### src/include/lesm_defs.vh
// Register indices, field positions, reset values and bus codes for the lane error monitor
`ifndef LESM_DEFS_VH
`define LESM_DEFS_VH

// ==========================================================
// Register indices (byte address is four times the index)
`define LESM_IDX_W          12
`define LESM_IDX_LINK_PAGE  12'h300
`define LESM_IDX_DESKEW     12'h46c
`define LESM_IDX_DISP       12'h46d
`define LESM_IDX_INVALID    12'h46e
`define LESM_IDX_THRESH     12'h470
`define LESM_IDX_IRQ_STAT   12'h480
`define LESM_IDX_IRQ_MASK   12'h481
`define LESM_IDX_CNT_CLR    12'h482

// ==========================================================
// Field positions
`define LESM_BIT_ALIGN0     0
`define LESM_BIT_CNT_CLR    0
`define LESM_IRQ_DISP       0
`define LESM_IRQ_INVALID    1
`define LESM_IRQ_ALIGN_LOST 2
`define LESM_IRQ_W          3

// ==========================================================
// Reset values
`define LESM_FLAG_RST       8'h00
`define LESM_THRESH_RST     8'hff
`define LESM_PAGE_RST       8'h00
`define LESM_IRQ_RST        3'h0

// ==========================================================
// Bus answers
`define LESM_RESP_OKAY      2'h0
`define LESM_RESP_SLVERR    2'h2

`endif

### src/verilog/lesm_err_counter.v
// Saturating per-lane error counter with threshold flag
module lesm_err_counter #(
    parameter CNT_W = 8
) (
    // Clock and reset
    input  wire             ref_clk,
    input  wire             rst,
    // Control
    input  wire             clear,
    input  wire             err_evt,
    input  wire [CNT_W-1:0] threshold,
    // Status
    output reg              flag
);

    reg [CNT_W-1:0] count;
    wire            count_full = &count;

    // ==========================================================
    // Counter
    // Saturates so a noisy lane never wraps back under threshold
    always @(posedge ref_clk or posedge rst) begin
        if (rst) begin
            count <= {CNT_W{1'b0}};
            flag  <= 1'b0;
        end else begin
            if (clear) begin
                count <= {CNT_W{1'b0}};
            end else if (err_evt && !count_full) begin
                count <= count + {{(CNT_W-1){1'b0}}, 1'b1};
            end
            flag <= !clear && (count >= threshold);
        end
    end

endmodule

### src/verilog/lesm_top.v
// Lane error status monitor: counters, paged status registers, AXI4-Lite slave
//
// Notes on behaviour
// - Lane 0 alignment result read-only: 0 failed, 1 achieved.
// - Eight read-only disparity fault flags, bit n is lane n.
// - Invalid-code flags for lane 7 at bit 7, lane 6 at bit 6.
// - Flag is 0 while count below threshold, 1 at or above it.
// - Status banked per link, link chosen by page field at 0x300.
// - All status flags reset to 0 and are read-only.
`include "lesm_defs.vh"

module lesm_top #(
    parameter NUM_LINKS = 2,
    parameter PAGE_W    = 1,
    parameter CNT_W     = 8
) (
    // Clock and reset
    input  wire                   ref_clk,
    input  wire                   rst,
    // Lane events from the receive datapath
    input  wire [NUM_LINKS*8-1:0] disp_err_evt,
    input  wire [NUM_LINKS*2-1:0] invalid_code_evt,
    input  wire [NUM_LINKS-1:0]   align_lane0_in,
    // AXI4-Lite write address
    input  wire                   s_axi_awvalid,
    output reg                    s_axi_awready,
    input  wire [31:0]            s_axi_awaddr,
    input  wire [2:0]             s_axi_awprot,
    // AXI4-Lite write data
    input  wire                   s_axi_wvalid,
    output reg                    s_axi_wready,
    input  wire [31:0]            s_axi_wdata,
    input  wire [3:0]             s_axi_wstrb,
    // AXI4-Lite write response
    output reg                    s_axi_bvalid,
    input  wire                   s_axi_bready,
    output reg  [1:0]             s_axi_bresp,
    // AXI4-Lite read address
    input  wire                   s_axi_arvalid,
    output reg                    s_axi_arready,
    input  wire [31:0]            s_axi_araddr,
    input  wire [2:0]             s_axi_arprot,
    // AXI4-Lite read data
    output reg                    s_axi_rvalid,
    input  wire                   s_axi_rready,
    output reg  [31:0]            s_axi_rdata,
    output reg  [1:0]             s_axi_rresp,
    // Interrupt
    output reg                    irq
);

    // ==========================================================
    // Control and interrupt status registers
    reg  [PAGE_W-1:0]        link_page;
    reg  [CNT_W-1:0]         error_count_threshold;
    reg                      cnt_clear;
    reg  [`LESM_IRQ_W-1:0]   irq_status;
    reg  [`LESM_IRQ_W-1:0]   irq_mask;

    // ==========================================================
    // Per-link status
    wire [NUM_LINKS*8-1:0]   disp_flag;
    wire [NUM_LINKS*2-1:0]   invalid_flag;
    reg  [NUM_LINKS-1:0]     lane0_alignment_done;
    reg  [NUM_LINKS*8-1:0]   disp_flag_q;
    reg  [NUM_LINKS*2-1:0]   invalid_flag_q;

    genvar gi;
    generate
        for (gi = 0; gi < NUM_LINKS * 8; gi = gi + 1) begin : g_disp
            lesm_err_counter #(
                .CNT_W     (CNT_W)
            ) u_disp (
                .ref_clk   (ref_clk),
                .rst       (rst),
                .clear     (cnt_clear),
                .err_evt   (disp_err_evt[gi]),
                .threshold (error_count_threshold),
                .flag      (disp_flag[gi])
            );
        end
        for (gi = 0; gi < NUM_LINKS * 2; gi = gi + 1) begin : g_invalid
            lesm_err_counter #(
                .CNT_W     (CNT_W)
            ) u_invalid (
                .ref_clk   (ref_clk),
                .rst       (rst),
                .clear     (cnt_clear),
                .err_evt   (invalid_code_evt[gi]),
                .threshold (error_count_threshold),
                .flag      (invalid_flag[gi])
            );
        end
    endgenerate

    // Alignment result and previous flag values captured per link
    always @(posedge ref_clk or posedge rst) begin
        if (rst) begin
            lane0_alignment_done <= {NUM_LINKS{1'b0}};
            disp_flag_q          <= {(NUM_LINKS*8){1'b0}};
            invalid_flag_q       <= {(NUM_LINKS*2){1'b0}};
        end else begin
            lane0_alignment_done <= align_lane0_in;
            disp_flag_q          <= disp_flag;
            invalid_flag_q       <= invalid_flag;
        end
    end

    // ==========================================================
    // Interrupt events
    wire [`LESM_IRQ_W-1:0] irq_event;

    assign irq_event[`LESM_IRQ_DISP]       = |(disp_flag & ~disp_flag_q);
    assign irq_event[`LESM_IRQ_INVALID]    = |(invalid_flag & ~invalid_flag_q);
    assign irq_event[`LESM_IRQ_ALIGN_LOST] = |(~align_lane0_in & lane0_alignment_done);

    // ==========================================================
    // Paged read view
    wire                  page_ok = (link_page < NUM_LINKS);
    reg  [7:0]            sel_disp;
    reg  [7:0]            sel_invalid;
    reg                   sel_align;
    integer               li;

    always @* begin
        sel_disp    = `LESM_FLAG_RST;
        sel_invalid = `LESM_FLAG_RST;
        sel_align   = 1'b0;
        for (li = 0; li < NUM_LINKS; li = li + 1) begin
            if (page_ok && (link_page == li)) begin
                sel_disp         = disp_flag[li*8 +: 8];
                sel_invalid[7]   = invalid_flag[li*2+1];
                sel_invalid[6]   = invalid_flag[li*2];
                sel_align        = lane0_alignment_done[li];
            end
        end
    end

    // ==========================================================
    // Read decode
    wire [`LESM_IDX_W-1:0] rd_idx = s_axi_araddr[`LESM_IDX_W+1:2];
    reg  [31:0]            rd_value;
    reg                    rd_hit;

    always @* begin
        rd_value = 32'h0000_0000;
        rd_hit   = 1'b1;
        case (rd_idx)
            `LESM_IDX_LINK_PAGE: begin
                rd_value[PAGE_W-1:0] = link_page;
            end
            `LESM_IDX_DESKEW: begin
                rd_value[`LESM_BIT_ALIGN0] = sel_align;
            end
            `LESM_IDX_DISP: begin
                rd_value[7:0] = sel_disp;
            end
            `LESM_IDX_INVALID: begin
                rd_value[7:0] = sel_invalid;
            end
            `LESM_IDX_THRESH: begin
                rd_value[CNT_W-1:0] = error_count_threshold;
            end
            `LESM_IDX_IRQ_STAT: begin
                rd_value[`LESM_IRQ_W-1:0] = irq_status;
            end
            `LESM_IDX_IRQ_MASK: begin
                rd_value[`LESM_IRQ_W-1:0] = irq_mask;
            end
            `LESM_IDX_CNT_CLR: begin
                rd_value = 32'h0000_0000;
            end
            default: begin
                rd_hit = 1'b0;
            end
        endcase
    end

    // ==========================================================
    // Read channel
    // One read at a time: arready drops until the data is taken
    wire rd_take = s_axi_arvalid && s_axi_arready;
    wire stat_rd = rd_take && (rd_idx == `LESM_IDX_IRQ_STAT);

    always @(posedge ref_clk or posedge rst) begin
        if (rst) begin
            s_axi_arready <= 1'b1;
            s_axi_rvalid  <= 1'b0;
            s_axi_rdata   <= 32'h0000_0000;
            s_axi_rresp   <= `LESM_RESP_OKAY;
        end else begin
            if (rd_take) begin
                s_axi_arready <= 1'b0;
                s_axi_rvalid  <= 1'b1;
                s_axi_rdata   <= rd_value;
                s_axi_rresp   <= rd_hit ? `LESM_RESP_OKAY : `LESM_RESP_SLVERR;
            end else if (s_axi_rvalid && s_axi_rready) begin
                s_axi_rvalid  <= 1'b0;
                s_axi_arready <= 1'b1;
            end
        end
    end

    // ==========================================================
    // Write channels
    // Address and data accepted in either order, held until both arrive
    reg  [`LESM_IDX_W-1:0] wr_idx;
    reg  [7:0]             wr_byte;
    reg                    wr_lane0;
    reg                    aw_full;
    reg                    w_full;
    wire                   wr_go = aw_full && w_full && !s_axi_bvalid;
    reg                    wr_hit;

    always @* begin
        case (wr_idx)
            `LESM_IDX_LINK_PAGE,
            `LESM_IDX_THRESH,
            `LESM_IDX_IRQ_MASK,
            `LESM_IDX_CNT_CLR,
            `LESM_IDX_DESKEW,
            `LESM_IDX_DISP,
            `LESM_IDX_INVALID,
            `LESM_IDX_IRQ_STAT: begin
                wr_hit = 1'b1;
            end
            default: begin
                wr_hit = 1'b0;
            end
        endcase
    end

    always @(posedge ref_clk or posedge rst) begin
        if (rst) begin
            s_axi_awready <= 1'b1;
            s_axi_wready  <= 1'b1;
            s_axi_bvalid  <= 1'b0;
            s_axi_bresp   <= `LESM_RESP_OKAY;
            aw_full       <= 1'b0;
            w_full        <= 1'b0;
            wr_idx        <= {`LESM_IDX_W{1'b0}};
            wr_byte       <= 8'h00;
            wr_lane0      <= 1'b0;
        end else begin
            if (s_axi_awvalid && s_axi_awready) begin
                s_axi_awready <= 1'b0;
                aw_full       <= 1'b1;
                wr_idx        <= s_axi_awaddr[`LESM_IDX_W+1:2];
            end
            if (s_axi_wvalid && s_axi_wready) begin
                s_axi_wready <= 1'b0;
                w_full       <= 1'b1;
                wr_byte      <= s_axi_wdata[7:0];
                wr_lane0     <= s_axi_wstrb[0];
            end
            if (wr_go) begin
                aw_full      <= 1'b0;
                w_full       <= 1'b0;
                s_axi_bvalid <= 1'b1;
                s_axi_bresp  <= wr_hit ? `LESM_RESP_OKAY : `LESM_RESP_SLVERR;
            end else if (s_axi_bvalid && s_axi_bready) begin
                s_axi_bvalid  <= 1'b0;
                s_axi_awready <= 1'b1;
                s_axi_wready  <= 1'b1;
            end
        end
    end

    // ==========================================================
    // Register writes
    // Status registers ignore writes; only control fields store
    wire wr_do = wr_go && wr_lane0;

    always @(posedge ref_clk or posedge rst) begin
        if (rst) begin
            link_page             <= {PAGE_W{1'b0}};
            error_count_threshold <= `LESM_THRESH_RST;
            irq_mask              <= `LESM_IRQ_RST;
            cnt_clear             <= 1'b0;
        end else begin
            cnt_clear <= 1'b0;
            if (wr_do) begin
                case (wr_idx)
                    `LESM_IDX_LINK_PAGE: begin
                        link_page <= wr_byte[PAGE_W-1:0];
                    end
                    `LESM_IDX_THRESH: begin
                        error_count_threshold <= wr_byte[CNT_W-1:0];
                    end
                    `LESM_IDX_IRQ_MASK: begin
                        irq_mask <= wr_byte[`LESM_IRQ_W-1:0];
                    end
                    `LESM_IDX_CNT_CLR: begin
                        cnt_clear <= wr_byte[`LESM_BIT_CNT_CLR];
                    end
                    default: begin
                        cnt_clear <= 1'b0;
                    end
                endcase
            end
        end
    end

    // ==========================================================
    // Interrupt status and output
    // A new event in the clearing read's cycle stays set
    always @(posedge ref_clk or posedge rst) begin
        if (rst) begin
            irq_status <= `LESM_IRQ_RST;
            irq        <= 1'b0;
        end else begin
            if (stat_rd) begin
                irq_status <= irq_event;
            end else begin
                irq_status <= irq_status | irq_event;
            end
            irq <= |(irq_status & irq_mask);
        end
    end

endmodule

### config.mk
export PLATFORM = sky130hd
export DESIGN_NAME = lesm_top
export DESIGN_NICKNAME = d
export VERILOG_FILES = /design/src/verilog/lesm_err_counter.v /design/src/verilog/lesm_top.v
export VERILOG_INCLUDE_DIRS = /design/src /design/src/include
export SDC_FILE = /design/constraint.sdc
export NUM_CORES = 1
export LEC_CHECK = 0
export BUFFER_PORTS_ARGS = -buffer_cell sky130_fd_sc_hd__clkbuf_2
export CORE_ASPECT_RATIO = 0.75
export CORE_UTILIZATION = 58
export DETAILED_ROUTE_END_ITERATION = 8
export PLACE_DENSITY_LB_ADDON = 0.05
export SETUP_SLACK_MARGIN = 0.15
export SYNTH_ARGS = -nofsm -noshare
export SYNTH_HDL_FRONTEND = slang
export SYNTH_SLANG_ARGS = --single-unit
### constraint.sdc
create_clock -name ref_clk -period 10.3 [get_ports ref_clk]
set_input_delay 1.03 -clock ref_clk [delete_from_list [all_inputs] [get_ports ref_clk]]
set_output_delay 1.03 -clock ref_clk [all_outputs]
set_load 0.01 [all_outputs]
==> metrics.txt <==
CORE AREA 0.02534 mm^2; share of cells above drive strength 1 11.25%; CP Class reg2reg; Die Span X 188.8 um; Reg clk slew, reported paths 0.06 ns; first drt pass iteration count 7; Final Net Count 1947; Cell variety after synth 56; Worst Path Max Fanout 22; antenna viol nets, final 0; overflow left after global routing 0; Root Buffer clkbuf_16; EDFF count, synth 0; CTS H-tree depth 1; DR iter-0 viols 739; Buffers on Ports 77; sequential area share after synthesis 42.46%; final hold vios 0; Worst Setup Start Kind flop; Yosys reg bits 257; RSZ-0062 raised after global routing false; period utilisation layout 24.39%; area of the multi-input gates 0.008222 mm^2; post-detail-place hpwl 21.90 mm; post_cts resized 0; wirelength, routed 32.91 mm; Syn Std Cell Area 0.01518 mm^2; RePlAce Congestion 0.8120; max frequency 398.0 MHz; prevailing post-synth register cell dfrtp_1; CTS max path bufs 3; post-cts hold buffer count 0; GRT Overall Usage 25.41%; routed len/inst 16.52 um; TritonCTS buffer count 27; largest net degree at the start of global routing 117; routed vias 11290; total clock sinks 257; full die area 0.02683 mm^2; max-cap viol count 0; pwr/cell area 255.7 mW/mm^2; Worst Slack Setup Final 7.788 ns; status finished clean; CTS tree done; Hold Path Class reg2reg; Leak 7.789 nW; worst ir drop on vdd 0.1422 mV; I/O pins 177; Mapped Cells 1547; Storage cell area 0.006449 mm^2; most common cell after layout, fill and taps aside dfrtp_1; Clock Skews 0.02489 ns; synth top area cells dfrtp_1 41%, ha_1 15%, xnor2_1 5.5%, nor2_1 4.9%, nand3_1 3.0%; # rows 50; Crit. End Element flop; initial core utilization 59.90%; Via density 5.668; area grow syn2layout 10.42%; DRC 0; largest area contributor in the netlist dfrtp_1; post-CTS setup buffers 0; aggregate negative setup slack 0 ns; top-area cell type share of the netlist area 40.56%; commonest cells after routing, fill and taps aside 245 x dfrtp_1, 200 x nor2_1, 180 x ha_1; total of warnings raised by yosys 0; Worst-Margin Slew 0.9904 ns; WP data required 10.65 ns; setup violators final 0; vias in the first global route 10810; Synth Area per Inst 9.811 um^2; ys async rst share 100.0%; Relative slew margins 33.97%; global-route wire length before repair 54.88 mm; worst-skew pair later-pin latency 0.56 ns; WP data arrival 2.87 ns; Slew Limit Fails 0; crit path time final 2.512 ns; Placement Setup Slack 7.311 ns; initial antenna violation count 1; Die Y 142.1 um; filler cell count 2031
metal layers:
metal / GRT usage [%] / vias to the layer above / routed length, um
met4: 5.985 / 0 / 651
met2: 39.80 / 241 / 14610
li1: - / 5603 / -
met1: 37.14 / 5403 / 16150
met5: 0 / - / 0
met3: 3.920 / 43 / 1502
layout make-up:
cell class	count	share of cell area, %
clock inverter	11	0.7018
multi-input combinational	1182	49.06
antenna	1	0.01493
inverter	75	1.725
timing repair buffer	89	2.837
sequential	257	38.48
clock buffer	39	4.659
tap	338	2.524
report_power, final:
group / total [mW] / internal, mW / switching, mW
Sequential: 1.84 / 1.41 / 0.431
Combinational: 1.46 / 0.736 / 0.725
Clock: 0.987 / 0.577 / 0.410
cell usage after synthesis (10+ instances only):
master / count
a21oi_1: 64
clkbuf_1: 25
a31oi_1: 26
dfrtp_1: 246
o21ai_1: 14
mux2_2: 36
mux2i_1: 21
buf_4: 26
o22ai_1: 10
nor2_1: 200
nand4_1: 30
or3_1: 14
nand2b_1: 21
nor3_1: 49
a21o_1: 60
dfstp_2: 11
and3_1: 35
nand3_1: 92
o21ai_0: 58
xnor2_1: 95
inv_1: 75
xor2_1: 23
ha_1: 180
nand2_1: 65
logic make-up (layout without fill, tap and decap cells):
kind of cell,after synthesis,count (layout),share of synthesized area (%)
AO/OA/AOI/OAI,260,260,10.50
XOR/XNOR,118,118,6.810
adder cells (fa/ha/maj),180,180,14.84
buffers and inverters,133,214,3.982
flip-flops,257,257,42.46
multiplexers,57,57,4.056
other,1,27,0.02471
AND/OR/NAND/NOR,541,541,17.32
final timing paths:
path	from	to	slack (ns)	cells past startpoint
worst min-delay path	g_disp[2].u_disp.flag	disp_flag_q[2]	0.37	0
worst max-delay path	error_count_threshold[0]	g_disp[10].u_disp.flag	7.79	6
max in group asynchronous	rst	cnt_clear	8.01	3
worst min register to register	g_disp[2].u_disp.flag	disp_flag_q[2]	0.37	0
worst max register to register	error_count_threshold[0]	g_disp[10].u_disp.flag	7.79	6
min in group asynchronous	rst	g_disp[13].u_disp.count[0]	0.59	2
critical path, stage by stage, from the launching register on:
cell	delay [ns]
dfstp_2	1.08
ha_1	0.36
nand2b_1	0.14
a21o_1	0.17
a21o_1	0.17
a21oi_1	0.14
o21ai_0	0.21
metrics by stage:
step	cell area [um^2]	cells	hold WS, ns	utilization, %	power [mW]
2_1_floorplan	15270	1572	0.3537	-	2.895
3_3_place_gp	15860	1941	0.3604	62.59	3.210
3_5_place_dp	15860	1941	0.3670	62.59	3.295
4_1_cts	16760	1991	0.3785	66.13	4.311
5_1_grt	16760	1991	0.3870	66.13	4.656
6_report	16760	1992	0.3749	66.14	4.284
state kept, by name, summed over array words and instances, names as in the netlist, 2 cells and up:
| register | flops |
|---|---|
| invalid_flag_q | 4 |
| wr_idx | 12 |
| irq_mask | 3 |
| g_invalid.u_invalid.flag | 4 |
| s_axi_rdata | 8 |
| g_disp.u_disp.flag | 16 |
| wr_byte | 8 |
| irq_status | 3 |
| error_count_threshold | 8 |
| g_disp.u_disp.count | 128 |
| disp_flag_q | 16 |
| lane0_alignment_done | 2 |
| g_invalid.u_invalid.count | 32 |
(Power assumes the default switching activity.)
